## src/sdf_map.svh

```systemverilog
// Purpose: Register map, field positions and reset values of the sigma-delta filter events.
// Assumes: APB with 32-bit data; each register takes one aligned word.
// Notes: Channel registers sit at 0x40 + 0x10 * channel.
//
// Overview of operation
// RL1 - With comparator interrupts on, any of four channels may flag over or under spuriously.
// RL2 - Software programs the comparator oversampling ratio to five or more.
// RL3 - After a comparator ratio change, wait latency plus five clocks before the enables.
// RL4 - Running changes of thresholds, filter type or comparator ratio give spurious events.
// RL5 - Every comparator event reaches interrupt, accelerator trigger and crossbar trips; the code gates the first two by the compare interrupt enable and mask.
// RL6 - For a comparator change, software disables the interrupt, changes, waits, re-enables.
// RL7 - For a comparator change, software disables crossbar trips, changes, waits, re-enables.
// RL8 - A running data type or ratio change emits spurious data-ready, interrupt and DMA.
// RL9 - For a data filter change, software disables the filter, changes, waits, then enables.
// RL10 - With pulse sync, a PWM on that time base interrupts at least 1.2 us after the pulse.
// RL11 - The handler counts samples after each pulse, clears flags up to N and then leaves them.
// RL12 - On the two earliest revisions software keeps all comparator interrupt sources disabled.
// RL13 - One spurious data-ready may follow first enable; later ones follow the setting.
// RL14 - Interrupt flags stay set once raised until software clears them.
`ifndef SDF_MAP_SVH
`define SDF_MAP_SVH

`define SDF_FLAGS_OFS   8'h00
`define SDF_MASK_OFS    8'h04
`define SDF_CH_CTRL     2'h0
`define SDF_CH_THR      2'h1
`define SDF_CH_DATA     2'h2

`define SDF_CTRL_DEN    0
`define SDF_CTRL_CEN    1
`define SDF_CTRL_IEH    2
`define SDF_CTRL_IEL    3
`define SDF_CTRL_DATA_OVERSAMPLING_RATIO   15:8
`define SDF_CTRL_COMPARATOR_OVERSAMPLING_RATIO   23:16
`define SDF_THR_LOWER   7:0
`define SDF_THR_UPPER   15:8
`define SDF_FLG_DRDY    3:0
`define SDF_FLG_OVER    7:4
`define SDF_FLG_UNDER   11:8

`define SDF_CTRL_WMASK  32'h00FF_FF0F
`define SDF_THR_WMASK   32'h0000_FFFF
`define SDF_CTRL_RST    32'h0005_2000
`define SDF_THR_RST     32'h0000_FF00
`define SDF_FLG_RST     12'h000

`endif

```

## src/sdf_pkg.sv

```systemverilog
// Purpose: Shared types of the sigma-delta filter event block.
// Assumes: Eight-bit ratios and counts.
// Notes: None.
package sdf_pkg;
    typedef logic [7:0]  sdf_osr_t;
    typedef logic [11:0] sdf_flags_t;
endpackage

```

## src/sdf_chan.sv

```systemverilog
// Purpose: One channel: data filter and comparator filter on a modulator stream.
// Assumes: Clock and data inputs are already synchronised to sys_clk.
// Notes: Windows count ones over the ratio; a running change is not masked.
`timescale 1ns/1ps
`include "sdf_map.svh"
module sdf_chan
    import sdf_pkg::*;
(
    // Clock and reset.
    input  wire logic     sys_clk,
    input  wire logic     rst,
    // Modulator stream.
    input  wire logic     mclk_s,
    input  wire logic     mdat_s,
    input  wire logic     filt_rst,
    // Settings.
    input  wire logic     data_en,
    input  wire logic     comp_en,
    input  wire sdf_osr_t data_oversampling_ratio,
    input  wire sdf_osr_t comparator_oversampling_ratio,
    input  wire sdf_osr_t lower,
    input  wire sdf_osr_t upper,
    // Results.
    output sdf_osr_t      data_q,
    output logic          drdy,
    output logic          over,
    output logic          under
);
    logic     mclk_p;
    logic     rise;
    sdf_osr_t dcnt;
    sdf_osr_t dacc;
    sdf_osr_t ccnt;
    sdf_osr_t cacc;
    sdf_osr_t cval;

    // A count already past a newly lowered ratio ends the window at once.
    function automatic logic win_end(input sdf_osr_t cnt, input sdf_osr_t osr);
        return (9'(cnt) + 9'h001) >= {1'b0, osr};
    endfunction

    always_ff @(posedge sys_clk or posedge rst) begin
        if (rst) begin
            mclk_p <= 1'b0;
        end else begin
            mclk_p <= mclk_s;
        end
    end

    assign rise = mclk_s & ~mclk_p;
    assign cval = cacc + 8'(mdat_s);

    // Partial sums survive a disable, so the first window after enabling may be short.
    always_ff @(posedge sys_clk or posedge rst) begin
        if (rst) begin
            dcnt   <= 8'h00;
            dacc   <= 8'h00;
            data_q <= 8'h00;
            drdy   <= 1'b0;
        end else begin
            drdy <= 1'b0;
            if (filt_rst) begin // [RL10]
                dcnt <= 8'h00;
                dacc <= 8'h00;
            end else if (rise && data_en) begin
                if (win_end(dcnt, data_oversampling_ratio)) begin // [RL8] [RL13]
                    data_q <= dacc + 8'(mdat_s);
                    dacc   <= 8'h00;
                    dcnt   <= 8'h00;
                    drdy   <= 1'b1;
                end else begin
                    dacc <= dacc + 8'(mdat_s);
                    dcnt <= dcnt + 8'h01;
                end
            end
        end
    end

    always_ff @(posedge sys_clk or posedge rst) begin
        if (rst) begin
            ccnt  <= 8'h00;
            cacc  <= 8'h00;
            over  <= 1'b0;
            under <= 1'b0;
        end else begin
            over  <= 1'b0;
            under <= 1'b0;
            if (filt_rst) begin
                ccnt <= 8'h00;
                cacc <= 8'h00;
            end else if (rise && comp_en) begin
                if (win_end(ccnt, comparator_oversampling_ratio)) begin // [RL4]
                    over  <= cval > upper; // [RL1]
                    under <= cval < lower; // [RL1]
                    cacc  <= 8'h00;
                    ccnt  <= 8'h00;
                end else begin
                    cacc <= cval;
                    ccnt <= ccnt + 8'h01;
                end
            end
        end
    end
endmodule

```

## src/sdf_top.sv

```systemverilog
// Purpose: Four-channel sigma-delta filter event logic with an APB register file.
// Assumes: Modulator pins are asynchronous; filter_reset_pulse comes from sys_clk logic.
// Notes: pready is always high, so every access ends in its first access cycle.
`timescale 1ns/1ps
`include "sdf_map.svh"
module sdf_top
    import sdf_pkg::*;
#(
    parameter int NCH = 4
)
(
    // Clock and reset.
    input  wire logic            sys_clk,
    input  wire logic            rst,
    // APB slave.
    input  wire logic [7:0]      paddr,
    input  wire logic            psel,
    input  wire logic            penable,
    input  wire logic            pwrite,
    input  wire logic [31:0]     pwdata,
    output logic [31:0]          prdata,
    output logic                 pready,
    output logic                 pslverr,
    // Modulator pins.
    input  wire logic [NCH-1:0]  mod_clk,
    input  wire logic [NCH-1:0]  mod_data,
    input  wire logic            filter_reset_pulse,
    // Event outputs.
    output logic                 irq,
    output logic                 accel_trig,
    output logic [NCH-1:0]       dma_req,
    output logic [NCH-1:0]       trip_hi,
    output logic [NCH-1:0]       trip_lo
);
    logic [NCH-1:0] mclk_m;
    logic [NCH-1:0] mclk_s;
    logic [NCH-1:0] mdat_m;
    logic [NCH-1:0] mdat_s;
    logic [31:0]    ctrl_q [NCH];
    logic [31:0]    thr_q  [NCH];
    sdf_osr_t       data_q [NCH];
    logic [NCH-1:0] drdy;
    logic [NCH-1:0] over;
    logic [NCH-1:0] under;
    logic [NCH-1:0] high_compare_irq_enable;
    logic [NCH-1:0] low_compare_irq_enable;
    sdf_flags_t     flags_q;
    sdf_flags_t     flags_d;
    sdf_flags_t     mask_q;
    sdf_flags_t     set_vec;
    sdf_flags_t     clr_vec;
    logic [31:0]    rd_d;
    logic           wr;
    logic [1:0]     ch;

    // True for a mapped word inside the channel window.
    function automatic logic ch_sel(input logic [7:0] a);
        return a[7:6] == 2'b01 && a[1:0] == 2'b00 && a[3:2] != 2'b11;
    endfunction

    function automatic logic reg_hit(input logic [7:0] a);
        return a == `SDF_FLAGS_OFS || a == `SDF_MASK_OFS || ch_sel(a);
    endfunction

    assign pready  = 1'b1;
    assign pslverr = psel & penable & ~reg_hit(paddr);
    assign wr      = psel & penable & pwrite & reg_hit(paddr);
    assign ch      = paddr[5:4];

    always_ff @(posedge sys_clk or posedge rst) begin
        if (rst) begin
            mclk_m <= '0;
            mclk_s <= '0;
            mdat_m <= '0;
            mdat_s <= '0;
        end else begin
            mclk_m <= mod_clk;
            mclk_s <= mclk_m;
            mdat_m <= mod_data;
            mdat_s <= mdat_m;
        end
    end

    // Settings take effect at once, even with the filter running.
    always_ff @(posedge sys_clk or posedge rst) begin
        if (rst) begin
            for (int c = 0; c < NCH; c++) begin
                ctrl_q[c] <= `SDF_CTRL_RST;
                thr_q[c]  <= `SDF_THR_RST;
            end
        end else if (wr && ch_sel(paddr)) begin
            for (int c = 0; c < NCH; c++) begin
                if (ch == 2'(c) && paddr[3:2] == `SDF_CH_CTRL) begin
                    ctrl_q[c] <= pwdata & `SDF_CTRL_WMASK; // [RL4] [RL8]
                end
                if (ch == 2'(c) && paddr[3:2] == `SDF_CH_THR) begin
                    thr_q[c] <= pwdata & `SDF_THR_WMASK; // [RL4]
                end
            end
        end
    end

    genvar g;
    generate
        for (g = 0; g < NCH; g++) begin : gen_ch
            assign high_compare_irq_enable[g] = ctrl_q[g][`SDF_CTRL_IEH];
            assign low_compare_irq_enable[g] = ctrl_q[g][`SDF_CTRL_IEL];
            sdf_chan u_chan (
                .sys_clk  (sys_clk),
                .rst      (rst),
                .mclk_s   (mclk_s[g]),
                .mdat_s   (mdat_s[g]),
                .filt_rst (filter_reset_pulse),
                .data_en  (ctrl_q[g][`SDF_CTRL_DEN]),
                .comp_en  (ctrl_q[g][`SDF_CTRL_CEN]),
                .data_oversampling_ratio     (ctrl_q[g][`SDF_CTRL_DATA_OVERSAMPLING_RATIO]),
                .comparator_oversampling_ratio     (ctrl_q[g][`SDF_CTRL_COMPARATOR_OVERSAMPLING_RATIO]),
                .lower    (thr_q[g][`SDF_THR_LOWER]),
                .upper    (thr_q[g][`SDF_THR_UPPER]),
                .data_q   (data_q[g]),
                .drdy     (drdy[g]),
                .over     (over[g]),
                .under    (under[g])
            );
        end
    endgenerate

    // A new event in the same cycle as its write-one clear keeps the flag set.
    always_comb begin
        set_vec = {under & low_compare_irq_enable, over & high_compare_irq_enable, drdy}; // [RL1] [RL8]
        clr_vec = '0;
        if (wr && paddr == `SDF_FLAGS_OFS) begin
            clr_vec = pwdata[11:0];
        end
        flags_d = (flags_q & ~clr_vec) | set_vec; // [RL14]
    end

    always_ff @(posedge sys_clk or posedge rst) begin
        if (rst) begin
            flags_q <= `SDF_FLG_RST;
        end else begin
            flags_q <= flags_d; // [RL14]
        end
    end

    always_ff @(posedge sys_clk or posedge rst) begin
        if (rst) begin
            mask_q <= `SDF_FLG_RST;
        end else if (wr && paddr == `SDF_MASK_OFS) begin
            mask_q <= pwdata[11:0];
        end
    end

    assign irq = |(flags_q & mask_q); // [RL5]

    // Comparator events reach the crossbar whatever the interrupt enables say.
    always_ff @(posedge sys_clk or posedge rst) begin
        if (rst) begin
            accel_trig <= 1'b0;
            dma_req    <= '0;
            trip_hi    <= '0;
            trip_lo    <= '0;
        end else begin
            accel_trig <= |(set_vec & mask_q); // [RL5] [RL8]
            dma_req    <= drdy; // [RL8]
            trip_hi    <= over; // [RL5]
            trip_lo    <= under; // [RL5]
        end
    end

    always_comb begin
        rd_d = 32'h0000_0000;
        if (paddr == `SDF_FLAGS_OFS) begin
            rd_d = {20'h00000, flags_q};
        end else if (paddr == `SDF_MASK_OFS) begin
            rd_d = {20'h00000, mask_q};
        end else if (ch_sel(paddr)) begin
            case (paddr[3:2])
                `SDF_CH_CTRL: rd_d = ctrl_q[ch];
                `SDF_CH_THR:  rd_d = thr_q[ch];
                `SDF_CH_DATA: rd_d = {24'h000000, data_q[ch]};
                default:      rd_d = 32'h0000_0000;
            endcase
        end
    end

    // Read data is captured in the setup cycle and stands through the access cycle.
    always_ff @(posedge sys_clk or posedge rst) begin
        if (rst) begin
            prdata <= 32'h0000_0000;
        end else if (psel && !penable) begin
            prdata <= rd_d;
        end
    end
endmodule

```

## config.mk

```make
export PLATFORM = sky130hd
export DESIGN_NAME = sdf_top
export DESIGN_NICKNAME = d
export VERILOG_FILES = /design/src/sdf_pkg.sv /design/src/sdf_chan.sv /design/src/sdf_top.sv
export VERILOG_INCLUDE_DIRS = /design/src
export SDC_FILE = /design/constraint.sdc
export NUM_CORES = 1
export LEC_CHECK = 0
export BUFFER_PORTS_ARGS = -buffer_cell sky130_fd_sc_hd__buf_4
export CORE_AREA = 2 2 201 203
export CTS_BUF_LIST = sky130_fd_sc_hd__clkbuf_8
export DETAILED_ROUTE_END_ITERATION = 8
export DIE_AREA = 0 0 203 205
export HOLD_SLACK_MARGIN = 0.15
export PLACE_DENSITY = 0.75
export REMOVE_ABC_BUFFERS = 1
export SYNTH_ARGS = -nofsm -noshare
export SYNTH_HDL_FRONTEND = slang
export SYNTH_HIERARCHICAL = 1
export SYNTH_SLANG_ARGS = --single-unit
export TNS_END_PERCENT = 20
```

## constraint.sdc

```tcl
create_clock -name sys_clk -period 18.4 [get_ports sys_clk]
set_input_delay 3.68 -clock sys_clk [delete_from_list [all_inputs] [get_ports sys_clk]]
set_output_delay 3.68 -clock sys_clk [all_outputs]
set_load 0.05 [all_outputs]
```

==> run_results.csv <==
group,metric,value,unit
status,outcome,"finished, final reports clean",
die,start_util,54.7,%
detailed_routing,drtPass1Iterations,6,
cts,cts-root-buf,"clkbuf_8",
timing,period_minus_slack,9.35,ns
synth,syn_avg_cell_area,11.9,um2
timing,rsz0062_at_grt,"no",
finish,final_cell_count_no_fill,2477,
critical_path,start_kind,"primary input",
global_routing,grt_pass1_wl,88.3,mm
cts,cts_setup_buffers,0,
synth,synth-edff-count,0,
critical_path,worstPathArrival,5.67,ns
synth,synthMuxAreaShare,15.2,%
synth,synthAdderAreaFrac,8.59,%
synth,netlist_area,21500,um2
detailed_routing,drc_errors,0,
timing,worst_pin_slew,1.31,ns
global_routing,grt_use_total,27.7,%
cts,hold_buffers,0,
synth,synthDistinctLibCells,74,
detailed_routing,wirelength,56.2,mm
finish,regArea,9990,um2
synth,synth-compound-area-share,11.7,%
synth,synth_seq_area_share,46.4,%
place,portBuffers,84,
cts,clk-insertion-delay-late,0.62,ns
job,maxCapViolCount,0,
timing,final-hold-violation-count,0,
synth,async_flop_share,100,%
timing,whs,0.344,ns
detailed_routing,avgRoutedWirePerCell,22.7,um
timing,layout_worst_path_cycle_share,50.8,%
finish,nFillCells,3095,
critical_path,end_kind,"output port",
cts,clock_sinks,397,
critical_path,path_max_fanout,47,
synth,synth_xor_area_share,3.90,%
die,die_w,203,um
timing,fin_ws,9.05,ns
synth,syn_inst,1803,
synth,yosys_most_used_dff,"dfrtp_1",
synth,synth_seq_cells,397,
global_routing,grt_max_degree,148,
timing,timing.slew.headroom,12.7,%
power,power.density,76.2,nW/um2
critical_path,cp_data_required_time,14.72,ns
global_routing,antenna_found_initial,1,
power,irDropWorstVdd,0.0000381,V
finish,syn_to_final_growth,10.7,%
detailed_routing,drt_iter0_markers,1220,
die,die_area,41600,um2
finish,final_common_cell,"dfrtp_1",
place,pre_cts_ws,9.08,ns
critical_path,crit_type,"primary input to output port",
cts,cts_buffers,70,
synth,synthTopCellsByArea,"dfrtp_1 (41%), mux2_2 (9.9%), ha_1 (8.6%)",
synth,synth_top_family_by_area,"multiplexers",
place,place_congestion,0.947,
cts,cts.clk_slew.worst_paths,0.05,ns
timing,max_freq,107,MHz
finish,multiInputGateArea,10500,um2
synth,yosysTopAreaCell,"dfrtp_1",
min_path,hp-class,"register to register",
timing,tns,0,ns
finish,layout_common_cells,"dfrtp_1 (353), mux2_2 (189), inv_1 (161)",
synth,synth_simple_gate_area_share,9.36,%
timing,finalMaxSlewViolations,0,
timing,fin_skew,0.0273,ns
place,dp_hpwl,40.3,mm
die,core,39400,um2
place,numPlacedInstances,2353,
detailed_routing,postRouteAntennaNets,0,
global_routing,grt-ovfl-total,0,
cts,cts_tree,"built",
finish,fin_nets,2102,
power,power.leakage,11.4,nW
global_routing,grt_pass1_vias,15600,
finish,drive_gt1_share,26.4,%
cts,htreeDepth,3,
cts,ctsResizeCount,0,
synth,ys_warn_count,6,
detailed_routing,vias,15200,
die,io_pins,102,
detailed_routing,via_per_inst,6.13,
cts,ctsLongestPathBuffers,3,
synth,synth.top_cell.area_share,41.0,%
die,chipHeight,205,um
die,num_rows,73,
timing,setup_viol,0,
## worst max-delay path, cell delays in order
cell and delay [ns]:
buf_4 0.67, nor2_1 0.24, and3b_1 0.41, nor3_1 0.37
buf_4 0.27
## through the flow
| step | instance area [um2] | total power, W | util, % |
|---|---|---|---|
| floorplan | 21100 | 0.000964 | - |
| global placement | 22400 | 0.00101 | 57.0 |
| detailed placement | 22400 | 0.00101 | 57.0 |
| CTS | 23800 | 0.00183 | 60.6 |
| global route | 23800 | 0.00188 | 60.6 |
| finish | 23800 | 0.00182 | 60.6 |
## worst paths after layout
check,from,endpoint,slack (ns),cells after the start
min in group asynchronous,rst,dma_req[0]$_DFF_PP0_,3.26,2
worst max register to register,gen_ch[0].u_chan/ccnt[2]$_DFFE_PP0P_,gen_ch[0].u_chan/ccnt[0]$_DFFE_PP0P_,15.16,9
worst min register to register,mdat_m[2]$_DFF_PP0_,mdat_s[2]$_DFF_PP0_,0.34,0
max in group asynchronous,rst,thr_q[4]$_DFFE_PP0P_,13.37,3
worst min-delay path,mdat_m[2]$_DFF_PP0_,mdat_s[2]$_DFF_PP0_,0.34,0
worst max-delay path,paddr[4],pslverr,9.05,5
## flip-flops by register name, summed over array words and instances (netlist names)
name / count
accel_trig: 1
ctrl_q: 80
dma_req: 4
flags_q: 12
gen_ch.u_chan/cacc: 32
gen_ch.u_chan/ccnt: 32
gen_ch.u_chan/dacc: 32
gen_ch.u_chan/data_q: 32
gen_ch.u_chan/dcnt: 32
gen_ch.u_chan/drdy: 4
gen_ch.u_chan/mclk_p: 4
gen_ch.u_chan/over: 4
gen_ch.u_chan/under: 4
mask_q: 12
mclk_m: 4
mclk_s: 4
mdat_m: 4
mdat_s: 4
prdata: 24
thr_q: 64
trip_hi: 4
trip_lo: 4
## cells by family after synthesis
family	count (synthesis)
muxes	256
adders and majority gates	148
and+or+nand+nor	376
buffers and inverters	218
other	2
DFF	397
xor gates and xnor gates	96
AOI/OAI and AO/OA	310
## power breakdown
| part | switching (W) | leakage [nW] | internal [W] | total [W] |
|---|---|---|---|---|
| logic | 0.0000744 | 5.27 | 0.0000308 | 0.000105 |
| registers | 0.00000929 | 5.30 | 0.000884 | 0.000894 |
| clock network | 0.000364 | 0.820 | 0.000455 | 0.000819 |
| total | 0.000448 | 11.4 | 0.00137 | 0.00182 |
## Yosys cell counts, drive strengths merged (3+ instances only)
library cell	number
a32oi	5
and4	4
nand4	21
a221o	10
dfrtp	353
nor2b	16
a211oi	16
inv	142
a311oi	7
a21boi	3
a21o	16
buf	60
nand3	111
xor2	32
xnor2	64
a41o	3
nor3	16
nand2b	15
o31ai	4
nand2	73
and3	35
mux2i	24
a221oi	12
clkbuf	16
dfstp	44
a211o	5
and4b	3
ha	148
o211ai	14
mux4	36
nor2	60
a22o	121
a22oi	10
and3b	5
a21oi	34
mux2	196
nor3b	8
o21ai	40
## layer usage
| layer | up-vias | track usage [%] | part of all wire (%) |
|---|---|---|---|
| met5 | - | 0 | 0.023 |
| met4 | 2 | 10.1 | 3.0 |
| met3 | 104 | 7.11 | 9.0 |
| met2 | 577 | 42.1 | 45 |
| met1 | 7685 | 38.4 | 43 |
| li1 | 6806 | - | - |
## final cells by class
class | count | area share, %
diodes | 1 | 0.0105
clock buffers | 91 | 5.25
clock inverters | 32 | 0.661
inverters | 142 | 2.27
multi-input cells | 1195 | 44.2
flip-flops and latches | 397 | 41.9
well taps | 525 | 2.75
repair buffers | 94 | 2.96
Power figures use the tool's default switching activity.
